<file path="src/rtl/eltsc_defines.vh">
`ifndef ELTSC_DEFINES_VH
`define ELTSC_DEFINES_VH
// Register offsets
`define ELTSC_ADDR_LINE_IFACE   8'h16
`define ELTSC_ADDR_LINE_TEST    8'h1F
`define ELTSC_ADDR_SIG_OUT      8'h2F
`define ELTSC_ADDR_SIG_BASE     8'h30
`define ELTSC_SIG_COUNT         16
// Field positions
`define ELTSC_BIT_LINE_SYNC     5
`define ELTSC_BIT_TSYNC         0
`define ELTSC_BIT_LOOPBACK      2
`define ELTSC_BIT_RATIO         3
`define ELTSC_BIT_OTM_HI        7
`define ELTSC_BIT_OTM_LO        6
`define ELTSC_BIT_SIG_RD_SEL    5
`define ELTSC_BIT_STSEL         4
`define ELTSC_BIT_TS16_INS      3
`define ELTSC_BIT_SWRST         0
// Writable masks (unused bits read zero)
`define ELTSC_MASK_LINE_TEST    8'h0D
`define ELTSC_MASK_SIG_OUT      8'hF9
// Reset values
`define ELTSC_RST_BYTE          8'h00
// Output test codes
`define ELTSC_OTM_NORMAL        2'h0
`define ELTSC_OTM_TRISTATE      2'h1
`define ELTSC_OTM_LOW           2'h2
`define ELTSC_OTM_HIGH          2'h3
`endif

</file>
<file path="src/rtl/eltsc_sig_mem.v">
`timescale 1ns/1ps
`include "eltsc_defines.vh"
// Sixteen-byte transmit signaling store with registered read
module eltsc_sig_mem (
  input  wire       clk_in,
  input  wire       wr_en_in,
  input  wire [3:0] wr_addr_in,
  input  wire [7:0] wr_data_in,
  input  wire [3:0] rd_addr_in,
  output reg  [7:0] rd_data_out
);
  reg [7:0] mem [0:`ELTSC_SIG_COUNT-1];

  always @(posedge clk_in) begin
    if (wr_en_in) begin
      mem[wr_addr_in] <= wr_data_in;
    end
    rd_data_out <= mem[rd_addr_in];
  end
endmodule

</file>
<file path="src/rtl/eltsc_top.v">
`timescale 1ns/1ps
`include "eltsc_defines.vh"
// Functional notes
// - Both sync bits clear: line sends and receives ordinary E1.
// - Only transmit sync set: transmitter sends sync signal, receiver E1.
// - Only line sync bit set: both directions use sync signal.
// - Both set: receiver takes sync signal, transmitter sends E1.
// - Sync signal is a 2.048MHz clock-type signal, not framed E1.
// - Output test code: 00 normal, 01 tri-state, 10 low, 11 high.
// - Signaling read select picks receive (0) or transmit (1) data.
// - Status meaning select: 0 loss of tx clock, 1 signaling change.
// - Timeslot-16 select 1 inserts signaling registers into transmit path.
// - Rising edge of software reset bit clears all control register bits; signaling registers keep their values.
// - Analog loopback routes selected tx data (ahead of output test forcing) to rx, ignoring external rx.
// - Ratio bit: 0 selects 1:2, 1 selects 1:1.36 or 1:1.6.
// - Line sync bit is bit 5 of control register at 16 hex.
module eltsc_top (
  input  wire       clk_sys_in,
  input  wire       nrst_in,
  // Host port
  input  wire       host_cs_in,
  input  wire       host_wr_in,
  input  wire       host_rd_in,
  input  wire [7:0] host_addr_in,
  input  wire [7:0] host_wdata_in,
  output reg  [7:0] host_rdata_out,
  output reg        host_rvalid_out,
  // Framer-side inputs (same clock)
  input  wire [7:0] rx_sig_data_in,
  input  wire       lost_tx_clk_in,
  input  wire       sig_changed_in,
  input  wire       tx_e1_pos_in,
  input  wire       tx_e1_neg_in,
  input  wire       tx_sync_clk_in,
  input  wire [4:0] tx_slot_in,
  // Line pins
  input  wire       rx_line_pos_in,
  input  wire       rx_line_neg_in,
  output reg        tx_line_pos_out,
  output reg        tx_line_neg_out,
  output reg        tx_line_oe_n_out,
  // Framer-side outputs
  output reg        rx_pos_out,
  output reg        rx_neg_out,
  output reg        rx_sync_mode_out,
  output reg        tx_sync_mode_out,
  output reg        status2_bit2_out,
  output reg        ts16_insert_out,
  output reg  [7:0] ts16_sig_out,
  output reg        transformer_ratio_sel_out,
  output reg        line_sync_iface_sel_out
);

  // ---------------------------------------------------------------
  // Reset synchroniser and pin synchronisers
  // ---------------------------------------------------------------
  reg        rst_meta_n;
  reg        rst_n;
  wire [1:0] rx_pin_raw;
  wire [1:0] rx_pin_sync;
  genvar     g;

  always @(posedge clk_sys_in or negedge nrst_in) begin
    if (!nrst_in) begin
      rst_meta_n <= 1'b0;
      rst_n      <= 1'b0;
    end else begin
      rst_meta_n <= 1'b1;
      rst_n      <= rst_meta_n;
    end
  end

  // Pins change off our clock; only the second stage feeds logic
  assign rx_pin_raw = {rx_line_neg_in, rx_line_pos_in};

  generate
    for (g = 0; g < 2; g = g + 1) begin : g_pin_sync
      reg [1:0] stage;
      always @(posedge clk_sys_in or negedge rst_n) begin
        if (!rst_n) begin
          stage <= 2'h0;
        end else begin
          stage <= {stage[0], rx_pin_raw[g]};
        end
      end
      assign rx_pin_sync[g] = stage[1];
    end
  endgenerate

  // ---------------------------------------------------------------
  // Register file
  // ---------------------------------------------------------------
  reg  [7:0] line_iface_control;
  reg  [7:0] line_test_control;
  reg  [7:0] signaling_output_control;
  wire       wr_stb;
  wire       rd_stb;
  wire       sig_hit;
  wire       swrst_rise;
  wire       sig_wr;
  wire [7:0] sig_rd_data;
  wire [1:0] ctl_hit;

  function is_sig_addr;
    input [7:0] a;
    begin
      is_sig_addr = (a >= `ELTSC_ADDR_SIG_BASE) &&
                    (a <  `ELTSC_ADDR_SIG_BASE + 8'h10);
    end
  endfunction

  // Control register select: 0 none, 1 line iface, 2 line test, 3 signaling
  function [1:0] ctl_sel;
    input [7:0] a;
    begin
      if (a == `ELTSC_ADDR_LINE_IFACE) begin
        ctl_sel = 2'h1;
      end else if (a == `ELTSC_ADDR_LINE_TEST) begin
        ctl_sel = 2'h2;
      end else if (a == `ELTSC_ADDR_SIG_OUT) begin
        ctl_sel = 2'h3;
      end else begin
        ctl_sel = 2'h0;
      end
    end
  endfunction

  assign wr_stb  = host_cs_in & host_wr_in;
  assign rd_stb  = host_cs_in & host_rd_in & ~host_wr_in;
  assign sig_hit = is_sig_addr(host_addr_in);
  assign sig_wr  = wr_stb & sig_hit;
  assign ctl_hit = ctl_sel(host_addr_in);

  // Fires on a 1 written over a stored 0; firing clears the bit, so every write of 1 fires
  assign swrst_rise = wr_stb && (ctl_hit == 2'h3) &&
                      host_wdata_in[`ELTSC_BIT_SWRST] &&
                      !signaling_output_control[`ELTSC_BIT_SWRST];

  always @(posedge clk_sys_in or negedge rst_n) begin
    if (!rst_n) begin
      line_iface_control       <= `ELTSC_RST_BYTE;
      line_test_control        <= `ELTSC_RST_BYTE;
      signaling_output_control <= `ELTSC_RST_BYTE;
    end else if (swrst_rise) begin
      // Everything clears, the reset bit included, so a rewrite retriggers
      line_iface_control       <= `ELTSC_RST_BYTE;
      line_test_control        <= `ELTSC_RST_BYTE;
      signaling_output_control <= `ELTSC_RST_BYTE;
    end else if (wr_stb) begin
      if (ctl_hit == 2'h1) begin
        line_iface_control <= host_wdata_in;
      end else if (ctl_hit == 2'h2) begin
        line_test_control <= host_wdata_in & `ELTSC_MASK_LINE_TEST;
      end else if (ctl_hit == 2'h3) begin
        signaling_output_control <= host_wdata_in & `ELTSC_MASK_SIG_OUT;
      end
    end
  end

  // Transmit signaling store; a read address or timeslot index selects
  wire [3:0] sig_rd_addr;
  assign sig_rd_addr = rd_stb && sig_hit ? host_addr_in[3:0] : tx_slot_in[3:0];

  // Soft reset leaves this store alone; only control bits clear
  eltsc_sig_mem u_sig_mem (
    .clk_in      (clk_sys_in),
    .wr_en_in    (sig_wr),
    .wr_addr_in  (host_addr_in[3:0]),
    .wr_data_in  (host_wdata_in),
    .rd_addr_in  (sig_rd_addr),
    .rd_data_out (sig_rd_data)
  );

  // ---------------------------------------------------------------
  // Host read path: one cycle for control, two for signaling
  // ---------------------------------------------------------------
  reg       sig_rd_pend;
  reg       sig_rd_rx;
  reg [7:0] rx_sig_hold;

  always @(posedge clk_sys_in or negedge rst_n) begin
    if (!rst_n) begin
      host_rdata_out  <= 8'h00;
      host_rvalid_out <= 1'b0;
      sig_rd_pend     <= 1'b0;
      sig_rd_rx       <= 1'b0;
      rx_sig_hold     <= 8'h00;
    end else begin
      host_rvalid_out <= 1'b0;
      sig_rd_pend     <= rd_stb & sig_hit;
      if (rd_stb && sig_hit) begin
        sig_rd_rx   <= ~signaling_output_control[`ELTSC_BIT_SIG_RD_SEL];
        rx_sig_hold <= rx_sig_data_in;
      end
      if (sig_rd_pend) begin
        host_rdata_out  <= sig_rd_rx ? rx_sig_hold : sig_rd_data;
        host_rvalid_out <= 1'b1;
      end else if (rd_stb && !sig_hit) begin
        host_rvalid_out <= 1'b1;
        if (ctl_hit == 2'h1) begin
          host_rdata_out <= line_iface_control;
        end else if (ctl_hit == 2'h2) begin
          host_rdata_out <= line_test_control;
        end else if (ctl_hit == 2'h3) begin
          host_rdata_out <= signaling_output_control;
        end else begin
          host_rdata_out <= 8'h00;
        end
      end
    end
  end

  // ---------------------------------------------------------------
  // Line and framer controls
  // ---------------------------------------------------------------
  wire       line_sync_iface_sel;
  wire       tsync;
  wire       analog_loopback_en;
  wire [1:0] otm;
  reg        tx_pos_sel;
  reg        tx_neg_sel;
  reg        next_oe_n;
  reg        next_pos;
  reg        next_neg;

  assign line_sync_iface_sel = line_iface_control[`ELTSC_BIT_LINE_SYNC];
  assign tsync               = line_test_control[`ELTSC_BIT_TSYNC];
  assign analog_loopback_en  = line_test_control[`ELTSC_BIT_LOOPBACK];
  assign otm   = {signaling_output_control[`ELTSC_BIT_OTM_HI],
                  signaling_output_control[`ELTSC_BIT_OTM_LO]};

  // Transmit sync when modes 01 or 10; sync is a plain 2.048MHz clock
  wire tx_sync = line_sync_iface_sel ^ tsync;
  wire rx_sync = line_sync_iface_sel;

  always @* begin
    if (tx_sync) begin
      tx_pos_sel = tx_sync_clk_in;
      tx_neg_sel = ~tx_sync_clk_in;
    end else begin
      tx_pos_sel = tx_e1_pos_in;
      tx_neg_sel = tx_e1_neg_in;
    end
    next_oe_n = 1'b0;
    next_pos  = tx_pos_sel;
    next_neg  = tx_neg_sel;
    case (otm)
      `ELTSC_OTM_NORMAL: begin
        next_oe_n = 1'b0;
      end
      `ELTSC_OTM_TRISTATE: begin
        next_oe_n = 1'b1;
      end
      `ELTSC_OTM_LOW: begin
        next_pos = 1'b0;
        next_neg = 1'b0;
      end
      default: begin
        next_pos = 1'b1;
        next_neg = 1'b1;
      end
    endcase
  end

  // ---------------------------------------------------------------
  // Output registers
  // ---------------------------------------------------------------
  always @(posedge clk_sys_in or negedge rst_n) begin
    if (!rst_n) begin
      tx_line_pos_out           <= 1'b0;
      tx_line_neg_out           <= 1'b0;
      tx_line_oe_n_out          <= 1'b1;
      rx_pos_out                <= 1'b0;
      rx_neg_out                <= 1'b0;
      rx_sync_mode_out          <= 1'b0;
      tx_sync_mode_out          <= 1'b0;
      status2_bit2_out          <= 1'b0;
      ts16_insert_out           <= 1'b0;
      ts16_sig_out              <= 8'h00;
      transformer_ratio_sel_out <= 1'b0;
      line_sync_iface_sel_out   <= 1'b0;
    end else begin
      tx_line_pos_out  <= next_pos;
      tx_line_neg_out  <= next_neg;
      tx_line_oe_n_out <= next_oe_n;
      // Loopback ignores the pins entirely
      rx_pos_out <= analog_loopback_en ? tx_pos_sel : rx_pin_sync[0];
      rx_neg_out <= analog_loopback_en ? tx_neg_sel : rx_pin_sync[1];
      rx_sync_mode_out <= rx_sync;
      tx_sync_mode_out <= tx_sync;
      status2_bit2_out <= signaling_output_control[`ELTSC_BIT_STSEL] ?
                          sig_changed_in : lost_tx_clk_in;
      ts16_insert_out  <= signaling_output_control[`ELTSC_BIT_TS16_INS];
      // Shared read port: value lags slot by two cycles, shows the host-addressed byte during host signaling reads
      ts16_sig_out <= signaling_output_control[`ELTSC_BIT_TS16_INS] ?
                      sig_rd_data : 8'h00;
      transformer_ratio_sel_out <= line_test_control[`ELTSC_BIT_RATIO];
      line_sync_iface_sel_out   <= line_sync_iface_sel;
    end
  end
endmodule

</file>
<file path="config.mk">
export PLATFORM = sky130hd
export DESIGN_NAME = eltsc_top
export DESIGN_NICKNAME = d
export VERILOG_FILES = /design/src/rtl/eltsc_sig_mem.v /design/src/rtl/eltsc_top.v
export VERILOG_INCLUDE_DIRS = /design/src /design/src/rtl
export SDC_FILE = /design/constraint.sdc
export NUM_CORES = 1
export LEC_CHECK = 0
export BUFFER_PORTS_ARGS = -buffer_cell sky130_fd_sc_hd__clkbuf_2
export CORE_ASPECT_RATIO = 0.9
export CORE_MARGIN = 5
export CORE_UTILIZATION = 50
export CTS_BUF_LIST = sky130_fd_sc_hd__clkbuf_4
export DETAILED_ROUTE_END_ITERATION = 8
export GPL_ROUTABILITY_DRIVEN = 0
export PLACE_DENSITY = 0.77
export REMOVE_ABC_BUFFERS = 1
export SYNTH_ARGS = -nofsm -noshare
export SYNTH_HDL_FRONTEND = slang
export SYNTH_SLANG_ARGS = --single-unit
</file>
<file path="constraint.sdc">
create_clock -name clk_sys_in -period 1.9 [get_ports clk_sys_in]
set_clock_uncertainty 0.2 [all_clocks]
set_input_delay 0 -clock clk_sys_in [delete_from_list [all_inputs] [get_ports clk_sys_in]]
set_output_delay 0 -clock clk_sys_in [all_outputs]
set_load 0.02 [all_outputs]
</file>
== After elaboration in Yosys (flattened, before gate mapping) ==
Memories as Yosys holds them, arrays and structs flattened. A register that Yosys moved wholly into a read port is not among the register bits.
Cells that the tools add are included.
Operators by class
  add/subtract/negate cells: 0
  multiply operators: 0
  div/mod/pow operators: 0
  order comparisons: 2
  eq/ne operators: 10
  shifts and indexed selects: 0
  multiplexer cells: 35
  bitwise operators: 9
  reduce and logical (&&, ||, !) cells: 18
Operators by type and width (count)
  $mux 8: 19
  $eq 8x5->1 const B: 2
  $mux 1: 10
  $reduce_bool 2->1: 5
  $eq 8x6->1 const B: 1
  $ge 8x6->1 const B: 1
  $lt 8x7->1 const B: 1
  $eq 2x2->1 const B: 3
  $logic_and 1x1->1: 6
  $mux 2: 3
  $and 1x1->1: 5
  $eq 2x1->1 const B: 2
  $mux 4: 1
  $ne 2x2->1 const B: 2
  $pmux 1 s2: 2
  $reduce_and 4->1: 1
  $not 1->1: 3
  $reduce_and 3->1: 1
  $logic_not 1->1: 2
  $logic_not 2->1: 1
  $reduce_and 2->1: 1
  $reduce_or 2->1: 1
  $xor 1x1->1: 1
Storage, ports and cells
  bits in registers: 67
  bits in latches: 0
  bits in writable memories: 128
  memory bits (read-only): 0
  output and inout port bits: 28
  memories: 1
Memory list
  u_sig_mem.mem: words 16, bits a word 8, rd ports 1, clocked after memory_dff 1, write ports 1, RTL line eltsc_sig_mem.v:12  | reg [7:0] mem [0:`ELTSC_SIG_COUNT-1];

== Depth between registers and ports, before layout ==
  word-level depth: 10
  depth in mapped cells: 11

== Hierarchy ==
Synthesis repeated with hierarchy kept, for this count alone.
Unflattened totals
  cell total of the unflattened synthesis: 439
  area, all modules: 7785.0 µm²
Modules (own cells, without submodules)
  eltsc_sig_mem: times used 1, cells each 229, area each 5147.4 µm²
  eltsc_top: times used 1, cells each 210, area each 2637.5 µm²

== Worst setup path after synthesis ==
Ideal clock, no wire load.
  path type: input -> register
  start point: input host_wr_in
  end point: register u_sig_mem.rd_data_out[6], read port of u_sig_mem.mem
  library setup time: 0.134 ns
  arrival time: 1.729 ns
  slack: -0.163 ns
  cell stages on the path: 7
  path buffers: 1
  cells stage by stage: and3b_1 > buf_2 > nand2_8 > a21oi_2 > mux2_1 > o221a_1 > or4_1
On the way
  word-level cells in the longest chain between the ends: 4
RTL lines
  from (decl): RTL line eltsc_top.v:22  | input wire host_wr_in,
  $not 1->1: RTL line eltsc_top.v:129  | assign rd_stb = host_cs_in & host_rd_in & ~host_wr_in;
  $and 1x1->1: RTL line eltsc_top.v:129
  $logic_and 1x1->1: RTL line eltsc_top.v:162  | assign sig_rd_addr = rd_stb && sig_hit ? host_addr_in[3:0] : tx_slot_in[3:0];
  $mux 4: RTL line eltsc_top.v:162
  to (decl): RTL line eltsc_sig_mem.v:10  | output reg [7:0] rd_data_out
No other way between the ends.
A chain may end at the register's enable or synchronous reset.

==> results.md <==
- Pleak: roughly 4.7 nW
- Compound-Gate Fraction of Synth Area: roughly 15%
- MaxCap Viol Count: 0
- Worst hold path class: input port to flip-flop
- Final Max Slew Viols: 0
- Synth Flop Type: edfxtp_1
- CTS H-tree lvls: 4
- Die Y: about 140 um
- Core Area: roughly 18,000 sq um
- Number of setup violations in the final report: 1
- Setup TNS Final: -28.19 ps
- Cell Rows: 46
- Num CTS Buffers: 17
- Synth Area in Adders: 0%
- Yosys warnings: 0
- Xor/xnor share of the synthesized area: less than 1%
- Synth top area cells: edfxtp_1 43%, dfrtp_1 16%, nand2_1 5.1%, a21oi_1 4.5%, mux2i_1 3.9%
- Reg2reg start: u_sig_mem.mem[1][3]
- Failing checks: negative hold slack, negative setup slack
- Initial antenna violation count: 1
- Setup slack, reg-to-reg: -30 ps
- CP arrival: 2230 ps
- Fin crit period: just under 2000 ps
- Worst Path Required: about 2200 ps
- ANT cells: 0
- Avg Cell Area, Syn: about 11 sq um
- Io pins: 69
- Sequential area share after synthesis: between 60% and 70%
- Placed standard-cell area: ~10,000 sq um
- Pwr Total: ~7.7 mW
- Area growth from synthesis to layout: 25.70%
- CTS Root Cell: clkbuf_4
- Share of synthesized registers carrying an async set or reset: approximately 31%
- Vias in the first global route: 7,428
- Die Wd: between 150 and 200 um
- # fillers: 1,346
- Initial Utilization: between 50% and 60%
- CP startpoint kind: flip-flop
- DIE AREA: 20,750 sq um
- CP max FO: 2
- CTS Sinks: about 200
- CP Launch Point: u_sig_mem.mem[1][3]
- Grt total ovfl: 0
- Dominant cell type by area after synthesis: edfxtp_1
- Number of synthesized register bits: 196
- First-pass GRT wire length: between 40,000 and 50,000 um
- Buffers on Ports: 67
- HP Start: host_addr_in[7]
- Post-Route WL: between 20,000 and 30,000 um
- Final hold violations: 7
- CP Capture Type: flip-flop
- Largest family of logic cells by synthesized area: compound AO/OA/AOI/OAI gates
- DR pass1 iterations: 6
- Pin count of the biggest net entering global routing: 34
- Final net count: between 1,000 and 1,500
- Layout cells sized above 1: between 20% and 30%
- Total global routing track utilization: 26.06%
- Pre-CTS WS: -531.7 ps
- Cts-stage hold buffer count: 50
- Syn Inst Count: between 700 and 800
- Synth top area share: a little over two fifths
- Count leader, synth: edfxtp_1
- Post-synth EDFFs: about 130
- Peak Freq: about 520 MHz
- Via count: 7,536
- Commonest cells in the netlist: 128 x edfxtp_1, 122 x nand2_1, 80 x a21oi_1, 59 x dfrtp_1, 35 x mux2i_1
- Worst setup margin: -28.19 ps
- # DRC: 0
- Vias/cell: 6.010
- Longest Clk Path Bufs: 2
- Clock insertion delay at the later pin of the skew report: about 600 ps
- Mux contribution to synthesized area: between 5 and 6%
- Status: finished, violations left
- VDD IR max: a little under 0.6 mV
- Mapped Area: 8982 sq um
- Initial DRC count: roughly 930
- DPL Wire Length: between 15,000 and 20,000 um
- CTS tree: done
- Pwr per Cell Area: slightly below 700 nW/um^2
- WL/cell: about 21 um
- Final Cell Area: about 11,000 sq um
- Post-synthesis simple-gate area fraction: 13.82%
- Clk slew on worst S/H paths: 170 ps
- Worst-Margin Slew: 536.7 ps
- Max_slew headroom: 64.22%
- Post-synthesis cell type count: 74
- Routed Antenna Nets: 0
- Hold Worst Slack: -177.9 ps
- Critical path class: flip-flop to flip-flop
- RSZ-0062 raised after global routing: true
- Period utilisation layout: 101.5%
-- cell type report --
| type | instances | area, sq um | area share [%] |
|---|---|---|---|
| sequential | 196 | 5508 | 48.78 |
| timing repair buffer | 254 | 1953 | 17.30 |
| clock inverter | 15 | 103.9 | 0.9198 |
| inverter | 16 | 60.06 | 0.5319 |
| multi-input combinational | 516 | 3238 | 28.68 |
| clock buffer | 17 | 127.6 | 1.130 |
| tap | 240 | 300.3 | 2.660 |
-- routing by layer --
metal / GRT usage (%) / wire length [um] / vias up
li1: - / - / 3359
met1: 34.57 / 10280 / 3652
met2: 41.20 / 12490 / 460
met3: 6.854 / 2995 / 65
met4: 10.07 / 802 / 0
met5: 0 / 0 / -
-- placed cells by master (no fill, tap or decap), drive strengths merged, types with 10 or more instances in the layout --
cell           n
dfrtp         59
nor2b         10
nand3         28
a211oi        11
mux2i         35
o21ai         24
a21oi         82
clkbuf        84
buf          138
and2          13
nor3          15
inv           24
edfxtp       128
mux2          16
dlygate4sd3   49
a21o          11
nand2        123
a221oi        12
nor2          28
-- per-stage QoR --
| stage | utilization [%] | cells |
|---|---|---|
| floorplan | - | 728 |
| global placement | 59.33 | 1171 |
| detailed placement | 59.33 | 1171 |
| CTS | 63.76 | 1253 |
| global route | 63.90 | 1254 |
| finish | 63.90 | 1254 |
-- cells by family after synthesis --
family,Yosys count
AO/OA/AOI/OAI,210
XOR/XNOR,1
buffers and inverters,70
flip-flops,196
multiplexers,51
other,1
AND/OR/NAND/NOR,253
-- state kept, by name (all words and copies together) (netlist names), 3 cells and up --
signal                    count
ts16_sig_out                  8
rx_sig_hold                   8
u_sig_mem.mem               128
signaling_output_control      6
line_iface_control            8
u_sig_mem.rd_data_out         8
g_pin_sync.stage              4
host_rdata_out                8
line_test_control             3
-- power by group --
part | total [mW] | switching (mW) | internal, mW
sequential | 4.70 | 0.0685 | 4.63
combinational | 0.954 | 0.539 | 0.415
clock | 2.00 | 1.47 | 0.533
-- worst max-delay path, stage by stage, from the launching register on --
cell and delay [ps]:
edfxtp_1 450, a221oi_2 290, a21oi_2 80, o311ai_2 300, buf_4 180, a32oi_1 50
a211o_1 300
-- what timing repair did --
item	CTS	global route
endpoints found under the setup margin	4	12
setup buffers	0	2
endpoints found under the hold margin	200	8
resized for setup	11	6
pin swaps	5	7
-- path summary, 6_finish.rpt --
| check | to | depth (start not counted) |
|---|---|---|
| max in group asynchronous | tx_line_oe_n_out | 1 |
| setup / recovery | u_sig_mem.rd_data_out[3] | 6 |
| min in group asynchronous | g_pin_sync[0].stage[0] | 0 |
| hold / removal | line_iface_control[3] | 6 |
| setup reg to reg | u_sig_mem.rd_data_out[3] | 6 |
| hold reg to reg | g_pin_sync[0].stage[0] | 0 |
Power figures use the tool's default switching activity.
